`config.mk`:
```
export PLATFORM = sky130hd
export DESIGN_NAME = pps_core
export DESIGN_NICKNAME = d
export VERILOG_FILES = /design/src/pps_pkg.sv /design/src/pps_sync.sv /design/src/pps_fifo.sv /design/src/pps_core.sv
export SDC_FILE = /design/constraint.sdc
export NUM_CORES = 1
export LEC_CHECK = 0
export CAP_MARGIN = 20
export CORE_UTILIZATION = 36
export CTS_CLUSTER_DIAMETER = 80
export DETAILED_ROUTE_END_ITERATION = 8
export DONT_BUFFER_PORTS = 1
export PLACE_DENSITY = 0.57
export SETUP_SLACK_MARGIN = 0.1
export SYNTH_ARGS = -nofsm -noshare
export SYNTH_HDL_FRONTEND = slang
export SYNTH_SLANG_ARGS = --single-unit
```
`constraint.sdc`:
```
create_clock -name clk_sys -period 14.81 [get_ports clk_sys]
set_clock_uncertainty 0.2 [all_clocks]
set_input_delay 2.962 -clock clk_sys [delete_from_list [all_inputs] [get_ports clk_sys]]
set_output_delay 2.962 -clock clk_sys [all_outputs]
set_load 0.05 [all_outputs]
```
`src/pps_pkg.sv`:
```
// Constants and types shared by the parallel port slave block
// Assumes: compiled before every other design file
package pps_pkg;
    // Register offsets
    localparam logic [11:0] PPS_A_OSTAT  = 12'hF54;
    localparam logic [11:0] PPS_A_ISTAT  = 12'hF55;
    localparam logic [11:0] PPS_A_PENL   = 12'hF56;
    localparam logic [11:0] PPS_A_PENH   = 12'hF57;
    localparam logic [11:0] PPS_A_CTRL   = 12'hF5E;
    localparam logic [11:0] PPS_A_DIN1L  = 12'hF60;
    localparam logic [11:0] PPS_A_DIN1H  = 12'hF61;
    localparam logic [11:0] PPS_A_DIN2L  = 12'hF62;
    localparam logic [11:0] PPS_A_DIN2H  = 12'hF63;
    localparam logic [11:0] PPS_A_DOUT2L = 12'hF64;
    localparam logic [11:0] PPS_A_DOUT2H = 12'hF65;
    localparam logic [11:0] PPS_A_ADRL   = 12'hF6E;
    localparam logic [11:0] PPS_A_ADRH   = 12'hF6F;
    // Field positions and masks
    localparam int          PPS_B_STICKY = 6;
    localparam int          PPS_B_CSBIT  = 6;
    localparam logic [7:0]  PPS_CTRL_MSK = 8'hDB;
    // Reset values
    localparam logic [3:0]  PPS_RST_EMPTY = 4'hF;
    localparam logic [3:0]  PPS_RST_FULL  = 4'h0;
    localparam logic [7:0]  PPS_RST_BYTE  = 8'h00;
    // Field codes
    localparam logic [1:0]  PPS_CSF_CS   = 2'b10;
    localparam logic [1:0]  PPS_INCM_BUF = 2'b11;
    // Buffering
    localparam int          PPS_FIFO_DEPTH = 8;
    localparam int          PPS_SYNC_W     = 13;

    typedef enum logic [1:0] {
        PPS_LEGACY    = 2'b00,
        PPS_ADDRESSED = 2'b01,
        PPS_MASTER2   = 2'b10,
        PPS_MASTER1   = 2'b11
    } pps_mode_e;

    typedef struct packed {
        logic [1:0] cs_function_select;
        logic       rsv_a;
        logic [1:0] incm;
        logic       rsv_b;
        pps_mode_e  mode;
    } pps_ctrl_s;

    typedef struct packed {
        logic       cs;
        logic       wr;
        logic       rd;
        logic [1:0] addr;
        logic [7:0] data;
    } pps_pin_in_s;

    typedef struct packed {
        logic [1:0] slot;
        logic [7:0] data;
    } pps_wr_s;
endpackage

```
`src/pps_sync.sv`:
```
// Two-flop synchroniser for a bundle of pin levels
// Assumes: inputs are asynchronous to clk_sys
`timescale 1ns/1ps
module pps_sync
    import pps_pkg::*;
#(
    parameter int W = PPS_SYNC_W
)
(
    input  wire logic         clk_sys,
    input  wire logic         sys_rst,
    input  wire logic [W-1:0] d,
    output      logic [W-1:0] q
);
    logic [W-1:0] meta_q;

    always_ff @(posedge clk_sys or posedge sys_rst)
    begin
        if (sys_rst)
        begin
            meta_q <= '0;
            q      <= '0;
        end
        else
        begin
            meta_q <= d;
            q      <= meta_q;
        end
    end
endmodule // pps_sync

```
`src/pps_fifo.sv`:
```
// Small synchronous FIFO with valid/ready on both sides
// Assumes: single clock, asynchronous active-high reset
`timescale 1ns/1ps
module pps_fifo
    import pps_pkg::*;
#(
    parameter int W     = 10,
    parameter int DEPTH = PPS_FIFO_DEPTH
)
(
    input  wire logic         clk_sys,
    input  wire logic         sys_rst,
    input  wire logic         in_valid,
    output      logic         in_ready,
    input  wire logic [W-1:0] in_data,
    output      logic         out_valid,
    input  wire logic         out_ready,
    output      logic [W-1:0] out_data
);
    localparam int AW = $clog2(DEPTH);
    logic [W-1:0]  mem_q [DEPTH];
    logic [AW-1:0] wp_q;
    logic [AW-1:0] rp_q;
    logic [AW:0]   cnt_q;
    logic          push;
    logic          pop;

    assign in_ready  = (cnt_q != (AW+1)'(DEPTH));
    assign out_valid = (cnt_q != '0);
    assign out_data  = mem_q[rp_q];
    assign push      = in_valid & in_ready;
    assign pop       = out_valid & out_ready;

    always_ff @(posedge clk_sys)
    begin
        if (push)
            mem_q[wp_q] <= in_data;
    end

    always_ff @(posedge clk_sys or posedge sys_rst)
    begin
        if (sys_rst)
        begin
            wp_q  <= '0;
            rp_q  <= '0;
            cnt_q <= '0;
        end
        else
        begin
            if (push)
                wp_q <= wp_q + AW'(1);
            if (pop)
                rp_q <= rp_q + AW'(1);
            cnt_q <= cnt_q + (AW+1)'(push) - (AW+1)'(pop);
        end
    end
endmodule // pps_fifo

```
`src/pps_core.sv`:
```
// Parallel port slave buffers, status flags, pin enables, address regs
// Assumes: external pins async to clk_sys; plain register port on clk_sys
// How it works
// RL1: CS pin enable set drives chip-select pin; clear leaves it port I/O.
// RL2: Each address pin enable 7..2 hands its pin to the port.
// RL3: Low two enables hand address/latch-strobe pins to the port.
// RL4: Input-all-full reads 1 only when every writable input byte is full.
// RL5: Write into a full input byte sets sticky overflow.
// RL6: Slot-full bit set by incoming byte, cleared by software read.
// RL7: Output-all-empty is 1 when every readable output byte empty; resets 1.
// RL8: External read of empty output byte sets sticky underflow.
// RL9: Slot-empty bits reset 1, cleared by software write, set when read.
// RL10: First input pair takes slave input, master in/out data.
// RL11: Second input pair used only in buffered or addressed slave modes.
// RL12: Master address and first output pair share one storage.
// RL13: Second output pair only serves buffered or addressed slave modes.
// RL14: CS function 10 makes bit 6 chip select, else address bit 14.
// RL15: Address high bits 5..0 give address 13..8; bit 7 reads zero.
// RL16: Buffered mode pointer walks input buffers 0 to 3 per write.
// RL17: External master writes with chip select and write strobe both high.
// RL18: Writing 0 clears overflow/underflow; writing 1 does nothing.
`timescale 1ns/1ps
module pps_core
    import pps_pkg::*;
(
    input  wire logic        clk_sys,
    input  wire logic        sys_rst,
    input  wire logic [11:0] reg_addr,
    input  wire logic [7:0]  reg_wdata,
    input  wire logic        reg_wr,
    input  wire logic        reg_rd,
    output      logic [7:0]  reg_rdata_q,
    input  pps_pin_in_s      pin_i,
    output      logic [7:0]  data_out_q,
    output      logic        data_oe_q,
    output      logic        cs_line_q,
    output      logic        cs_line_oe_q,
    output      logic [7:0]  port_addr_q,
    output      logic [7:0]  port_addr_oe_q,
    output      logic [14:0] master_addr_q
);
    pps_pin_in_s pin_s;
    pps_ctrl_s   ctrl_q;
    pps_wr_s     push_d;
    pps_wr_s     pop_d;
    logic [7:0]  in_buf_q [4];
    logic [7:0]  out_buf_q [4];
    logic [3:0]  full_q;
    logic [3:0]  empty_q;
    logic        ov_q;
    logic        uf_q;
    logic [7:0]  pen_low_q;
    logic        cs_pen_q;
    logic [1:0]  in_ptr_q;
    logic [1:0]  out_ptr_q;
    logic        wr_act_q;
    logic        rd_act_q;
    logic [7:0]  wr_byte_q;
    logic [1:0]  wr_addr_q;
    logic [7:0]  rd_mux;
    logic        is_master;
    logic        buffered;
    logic        addressed;
    logic        wr_act;
    logic        rd_act;
    logic        wr_end;
    logic        rd_start;
    logic        fifo_rdy;
    logic        pop_v;
    logic        pop_rdy;
    logic        pop_fire;
    logic        ov_set;
    logic        uf_set;
    logic [1:0]  rslot;
    logic [2:0]  din_a;
    logic [2:0]  dout_a;
    logic        sw_din_rd;
    logic        sw_dout_wr;
    logic        all_full;
    logic        all_empty;
    logic [3:0]  full_set;
    logic [3:0]  full_clr;
    logic [3:0]  empty_set;
    logic [3:0]  empty_clr;

    // Input buffer decode: {hit, index}
    function automatic logic [2:0] din_dec(input logic [11:0] a);
        din_dec = 3'h0;
        if (a == PPS_A_DIN1L)
            din_dec = 3'h4;
        else if (a == PPS_A_DIN1H)
            din_dec = 3'h5;
        else if (a == PPS_A_DIN2L)
            din_dec = 3'h6;
        else if (a == PPS_A_DIN2H)
            din_dec = 3'h7;
    endfunction

    // Output buffer decode: {hit, index}
    function automatic logic [2:0] dout_dec(input logic [11:0] a);
        dout_dec = 3'h0;
        if (a == PPS_A_ADRL)
            dout_dec = 3'h4;
        else if (a == PPS_A_ADRH)
            dout_dec = 3'h5;
        else if (a == PPS_A_DOUT2L)
            dout_dec = 3'h6;
        else if (a == PPS_A_DOUT2H)
            dout_dec = 3'h7;
    endfunction

    pps_sync #(.W(PPS_SYNC_W)) u_sync (
        .clk_sys (clk_sys),
        .sys_rst (sys_rst),
        .d       (pin_i),
        .q       (pin_s)
    );

    // Mode decode
    assign is_master = ctrl_q.mode[1];
    assign addressed = (ctrl_q.mode == PPS_ADDRESSED);
    assign buffered  = (ctrl_q.mode == PPS_LEGACY) && (ctrl_q.incm == PPS_INCM_BUF);
    assign wr_act    = pin_s.cs & pin_s.wr; // [RL17]
    assign rd_act    = pin_s.cs & pin_s.rd;
    assign wr_end    = wr_act_q & ~wr_act & ~is_master;
    assign rd_start  = rd_act & ~rd_act_q & ~is_master;
    assign din_a     = din_dec(reg_addr);
    assign dout_a    = dout_dec(reg_addr);
    assign sw_din_rd = reg_rd & din_a[2];
    assign sw_dout_wr = reg_wr & dout_a[2];

    // Strobe tracking, byte captured while strobe is active, held after release
    always_ff @(posedge clk_sys or posedge sys_rst)
    begin
        if (sys_rst)
        begin
            wr_act_q  <= 1'b0;
            rd_act_q  <= 1'b0;
            wr_byte_q <= PPS_RST_BYTE;
            wr_addr_q <= 2'h0;
        end
        else
        begin
            wr_act_q <= wr_act;
            rd_act_q <= rd_act;
            if (wr_act)
            begin
                wr_byte_q <= pin_s.data;
                wr_addr_q <= pin_s.addr;
            end
        end
    end

    // Slot choice for an incoming byte
    always_comb
    begin
        push_d.data = wr_byte_q;
        if (addressed)
            push_d.slot = wr_addr_q; // [RL11]
        else if (buffered)
            push_d.slot = in_ptr_q; // [RL16]
        else
            push_d.slot = 2'h0; // [RL10]
    end

    // Byte queue; drain stalls while software reads an input byte
    assign pop_rdy  = ~sw_din_rd;
    assign pop_fire = pop_v & pop_rdy;

    pps_fifo #(.W($bits(pps_wr_s)), .DEPTH(PPS_FIFO_DEPTH)) u_fifo (
        .clk_sys   (clk_sys),
        .sys_rst   (sys_rst),
        .in_valid  (wr_end),
        .in_ready  (fifo_rdy),
        .in_data   (push_d),
        .out_valid (pop_v),
        .out_ready (pop_rdy),
        .out_data  (pop_d)
    );

    // Input side flags
    assign ov_set   = (wr_end & ~fifo_rdy) | (pop_fire & full_q[pop_d.slot]); // [RL5]
    assign full_set = (pop_fire & ~full_q[pop_d.slot]) ? (4'h1 << pop_d.slot) : 4'h0;
    assign full_clr = sw_din_rd ? (4'h1 << din_a[1:0]) : 4'h0;
    assign all_full = (buffered | addressed) ? &full_q : full_q[0]; // [RL4]

    always_ff @(posedge clk_sys or posedge sys_rst)
    begin
        if (sys_rst)
            full_q <= PPS_RST_FULL;
        else
            full_q <= (full_q & ~full_clr) | full_set; // [RL6]
    end

    always_ff @(posedge clk_sys or posedge sys_rst)
    begin
        if (sys_rst)
            ov_q <= 1'b0;
        else if (ov_set)
            ov_q <= 1'b1; // [RL5]
        else if (reg_wr && reg_addr == PPS_A_ISTAT && !reg_wdata[PPS_B_STICKY])
            ov_q <= 1'b0; // [RL18]
    end

    always_ff @(posedge clk_sys or posedge sys_rst)
    begin
        if (sys_rst)
            in_ptr_q <= 2'h0;
        else if (wr_end && buffered)
            in_ptr_q <= in_ptr_q + 2'h1; // [RL16]
    end

    always_ff @(posedge clk_sys or posedge sys_rst)
    begin
        if (sys_rst)
        begin
            for (int i = 0; i < 4; i++)
                in_buf_q[i] <= PPS_RST_BYTE;
        end
        else if (pop_fire && !full_q[pop_d.slot])
            in_buf_q[pop_d.slot] <= pop_d.data;
        else if (reg_wr && din_a[2] && is_master)
            in_buf_q[din_a[1:0]] <= reg_wdata; // [RL10]
    end

    // Output side
    always_comb
    begin
        if (addressed)
            rslot = pin_s.addr;
        else if (buffered)
            rslot = out_ptr_q; // [RL13]
        else
            rslot = 2'h0;
    end

    assign uf_set    = rd_start & empty_q[rslot]; // [RL8]
    assign empty_set = (rd_start & ~empty_q[rslot]) ? (4'h1 << rslot) : 4'h0;
    assign empty_clr = (sw_dout_wr & ~is_master) ? (4'h1 << dout_a[1:0]) : 4'h0;
    assign all_empty = (buffered | addressed) ? &empty_q : empty_q[0]; // [RL7]

    always_ff @(posedge clk_sys or posedge sys_rst)
    begin
        if (sys_rst)
            empty_q <= PPS_RST_EMPTY;
        else
            empty_q <= (empty_q & ~empty_clr) | empty_set; // [RL9]
    end

    always_ff @(posedge clk_sys or posedge sys_rst)
    begin
        if (sys_rst)
            uf_q <= 1'b0;
        else if (uf_set)
            uf_q <= 1'b1; // [RL8]
        else if (reg_wr && reg_addr == PPS_A_OSTAT && !reg_wdata[PPS_B_STICKY])
            uf_q <= 1'b0; // [RL18]
    end

    always_ff @(posedge clk_sys or posedge sys_rst)
    begin
        if (sys_rst)
            out_ptr_q <= 2'h0;
        else if (rd_start && buffered)
            out_ptr_q <= out_ptr_q + 2'h1;
    end

    // One storage for master address and first output pair
    always_ff @(posedge clk_sys or posedge sys_rst)
    begin
        if (sys_rst)
        begin
            for (int i = 0; i < 4; i++)
                out_buf_q[i] <= PPS_RST_BYTE;
        end
        else if (sw_dout_wr)
            out_buf_q[dout_a[1:0]] <= reg_wdata; // [RL12]
    end

    always_ff @(posedge clk_sys or posedge sys_rst)
    begin
        if (sys_rst)
        begin
            data_out_q <= PPS_RST_BYTE;
            data_oe_q  <= 1'b0;
        end
        else
        begin
            if (rd_start && !empty_q[rslot])
                data_out_q <= out_buf_q[rslot];
            data_oe_q <= rd_act & ~is_master;
        end
    end

    // Configuration registers
    always_ff @(posedge clk_sys or posedge sys_rst)
    begin
        if (sys_rst)
        begin
            ctrl_q    <= pps_ctrl_s'(PPS_RST_BYTE);
            pen_low_q <= PPS_RST_BYTE;
            cs_pen_q  <= 1'b0;
        end
        else if (reg_wr)
        begin
            if (reg_addr == PPS_A_CTRL)
                ctrl_q <= pps_ctrl_s'(reg_wdata & PPS_CTRL_MSK);
            else if (reg_addr == PPS_A_PENL)
                pen_low_q <= reg_wdata;
            else if (reg_addr == PPS_A_PENH)
                cs_pen_q <= reg_wdata[PPS_B_CSBIT];
        end
    end

    // Pin ownership and master address
    always_ff @(posedge clk_sys or posedge sys_rst)
    begin
        if (sys_rst)
        begin
            cs_line_q      <= 1'b0;
            cs_line_oe_q   <= 1'b0;
            port_addr_q    <= PPS_RST_BYTE;
            port_addr_oe_q <= PPS_RST_BYTE;
            master_addr_q  <= 15'h0000;
        end
        else
        begin
            cs_line_oe_q <= cs_pen_q & is_master; // [RL1]
            if (ctrl_q.cs_function_select == PPS_CSF_CS)
            begin
                cs_line_q     <= out_buf_q[1][PPS_B_CSBIT]; // [RL14]
                master_addr_q <= {1'b0, out_buf_q[1][5:0], out_buf_q[0]}; // [RL15]
            end
            else
            begin
                cs_line_q     <= 1'b0;
                master_addr_q <= {out_buf_q[1][6:0], out_buf_q[0]}; // [RL14]
            end
            port_addr_q <= out_buf_q[0];
            port_addr_oe_q[7:2] <= pen_low_q[7:2] & {6{is_master}}; // [RL2]
            port_addr_oe_q[1:0] <= pen_low_q[1:0] & {2{is_master}}; // [RL3]
        end
    end

    // Register read mux
    always_comb
    begin
        rd_mux = 8'h00;
        if (reg_addr == PPS_A_OSTAT)
            rd_mux = {all_empty, uf_q, 2'b00, empty_q};
        else if (reg_addr == PPS_A_ISTAT)
            rd_mux = {all_full, ov_q, 2'b00, full_q};
        else if (reg_addr == PPS_A_PENL)
            rd_mux = pen_low_q;
        else if (reg_addr == PPS_A_PENH)
            rd_mux = {1'b0, cs_pen_q, 6'h00};
        else if (reg_addr == PPS_A_CTRL)
            rd_mux = ctrl_q;
        else if (din_a[2])
            rd_mux = in_buf_q[din_a[1:0]];
        else if (reg_addr == PPS_A_ADRH && is_master)
            rd_mux = {1'b0, out_buf_q[1][6:0]}; // [RL15]
        else if (dout_a[2])
            rd_mux = out_buf_q[dout_a[1:0]];
    end

    always_ff @(posedge clk_sys or posedge sys_rst)
    begin
        if (sys_rst)
            reg_rdata_q <= PPS_RST_BYTE;
        else if (reg_rd)
            reg_rdata_q <= rd_mux;
        else
            reg_rdata_q <= PPS_RST_BYTE;
    end
endmodule // pps_core

```
==> flow_summary.json <==
{
  "status": "finished, final reports clean",
  "grt_pass1_wl_um": 44400,
  "ctsResizeCount": 0,
  "rrSetupSlack_ns": 10.88,
  "post_cts_buffers": 0,
  "clk_latency_ns": 0.55,
  "startpoint_type": "primary input",
  "syn_area_mm2": 0.0120,
  "drt-initial-drc-count": 788,
  "worst_pin_slew_ns": 1.08,
  "setup_tns_ns": 0,
  "clock.fmax_ghz": 0.183,
  "syn_avg_cell_area_um2": 13.2,
  "worstPathRequired_ns": 15.04,
  "fin_util_pct": 41.2,
  "overflow": 0,
  "yosysWarnings": 0,
  "io_pins": 87,
  "syn-instance-count": 908,
  "power.density_mw_per_mm2": 155,
  "die_x_um": 184,
  "yosys-top-cells-area": "dfrtp_1 37%, edfxtp_1 20%, mux2_2 7.4%",
  "path_max_fanout": 11,
  "critical_path_arrival_ns": 5.71,
  "viasPerCell": 5.33,
  "cts_buffers": 31,
  "cap_violations": 0,
  "layout-drive-gt1-share_pct": 24.4,
  "path_clk_slew_ns": 0.06,
  "diodes": 0,
  "hold_viol": 0,
  "slew_viol_final": 0,
  "mappedNetlistNets": 954,
  "drtPass1Iterations": 7,
  "cts.sinks": 263,
  "synthToLayoutAreaGrowth_pct": 12.5,
  "place_area_mm2": 0.0123,
  "wl_per_cell_um": 20.8,
  "cp-end-kind": "flop",
  "fin_nets": 945,
  "r2r-start": "u_fifo.rp_q[1]",
  "numPortBuffers": 0,
  "initial_utilization_pct": 36.6,
  "ys_ff_latch": 263,
  "layout_worst_path_cycle_share_pct": 37.0,
  "synthArstFlopShare_pct": 69.6,
  "grt_max_degree": 122,
  "finalInstanceArea_mm2": 0.0134,
  "worst_hold_path_type": "flop to flop",
  "yosysSeqAreaShare_pct": 58.5,
  "hold_depth": 0,
  "dieArea_mm2": 0.0339,
  "yosys.cell_count.top_type": "dfrtp_1",
  "gp_congestion": 0.901,
  "synth_top_area_share_pct": 37.5,
  "grt_antenna_before_repair": 0,
  "synth-main-ff-cell": "dfrtp_1",
  "synthTopCellsByCount": "179 x dfrtp_1, 117 x nand2_1, 80 x edfxtp_1, 79 x mux2_2, 33 x a21oi_1",
  "core_area_mm2": 0.0326,
  "die_h_um": 184,
  "yosys.area.top_type": "dfrtp_1",
  "grt_use_total_pct": 17.2,
  "ant_nets": 0,
  "relSlewSlack_pct": 27.9,
  "clockBufferDepth": 3,
  "synth-edff-count": 80,
  "cts_tree": "done",
  "min_period_ns": 5.48,
  "rsz0062_at_grt": "no",
  "total_power_mw": 2.09,
  "rows": 66,
  "setup.worst_path.class": "primary input to flop",
  "synth.distinct_cells": 73,
  "num_vias": 7283,
  "leakage_nw": 5.44,
  "drc": 0,
  "reg2reg_depth": 7,
  "vdd_drop_max_uv": 103,
  "min_delay_worst_endpoint": "u_sync.q[2]",
  "cts_hold_buf": 0,
  "wirelength_um": 28400,
  "setup_viol": 0,
  "clockRootBuffer": "clkbuf_16",
  "startpoint": "reg_addr[7]",
  "grt_pass1_vias": 7261,
  "dp.final_hpwl_um": 18600,
  "htree_levels": 1,
  "timing.rr.end": "in_buf_q[28]",
  "min_from": "u_sync.meta_q[2]"
}
[layout make-up]
class                           count  area, um^2
Clock buffer                       49         996
Clock inverter                      9        86.3
Fill cell                        3021       19200
Inverter                           16        67.6
Multi-Input combinational cell    572        4630
Sequential cell                   263        6990
Tap cell                          442         553
Timing Repair Buffer               15         128
[through the flow]
stage / setup WS, ns / hold slack, ns / instances
final: 9.33 / 0.142 / 1366
after CTS: 9.39 / 0.148 / 1363
after global routing: 9.08 / 0.150 / 1366
after global placement: 8.91 / 0.132 / 1303
after detailed placement: 8.80 / 0.136 / 1305
after floorplan: 6.68 / 0.131 / 908
[worst max path at each step]
stage | slack, ns | to | depth (start not counted)
4_1_cts | 9.39 | in_buf_q[11] | 7
6_report | 9.33 | in_buf_q[11] | 7
2_1_floorplan | 6.68 | cs_line_oe_q | 1
3_3_place_gp | 8.91 | in_buf_q[8] | 7
3_5_place_dp | 8.80 | in_buf_q[11] | 7
5_1_grt | 9.08 | in_buf_q[9] | 7
[routing by layer]
metal	global-route usage, %	vias up	routed length (um)
li1	-	3299	-
met4	4.63	0	642
met3	2.85	56	1720
met1	24.0	3662	12800
met2	27.5	266	13200
met5	0	-	0
[worst max-delay path: stages]
cell,delay [ns]
nand4b_1,0.19
nor2_1,0.58
nand2_1,0.19
nor2_1,0.70
o21ai_0,0.32
a2bb2oi_4,0.42
mux2_4,0.34
[state kept, by name (all words and copies together) (netlist names), 6 cells and up]
register	count
master_addr_q	15
ctrl_q	6
u_sync.meta_q	13
u_fifo.mem_q	80
u_sync.q	13
pen_low_q	8
out_buf_q	32
port_addr_oe_q	8
wr_byte_q	8
reg_rdata_q	8
in_buf_q	32
data_out_q	8
[cells by family after synthesis]
logic type | synth area share, %
flip-flops | 58.5
AND/OR/NAND/NOR | 9.67
AO/OA/AOI/OAI | 9.51
multiplexers | 17.6
buffers and inverters | 2.94
XOR/XNOR | 0.806
adder cells (fa/ha/maj) | 1.00
[cell usage in the layout (no fill, tap or decap), types with 8 or more instances in the layout]
cell	instances
a211oi_1	16
a21o_1	13
a21oi_1	32
a31oi_1	13
and2_1	11
buf_4	11
clkbuf_16	33
clkbuf_8	11
dfrtp_1	179
edfxtp_1	80
ha_1	8
inv_1	15
mux2_2	79
mux2_4	25
mux2i_1	21
mux4_2	26
nand2_1	117
nand2b_1	10
nand3_1	13
nor2_1	31
nor2b_1	11
nor3_1	9
o21ai_0	18
o21ai_1	30
[report_power, final]
group          internal [mW]  switching [mW]  total (mW)
registers              0.809          0.0575       0.867
clock network          0.478           0.296       0.774
logic                  0.204           0.243       0.448
total                   1.49           0.597        2.09
(Power assumes the default switching activity.)
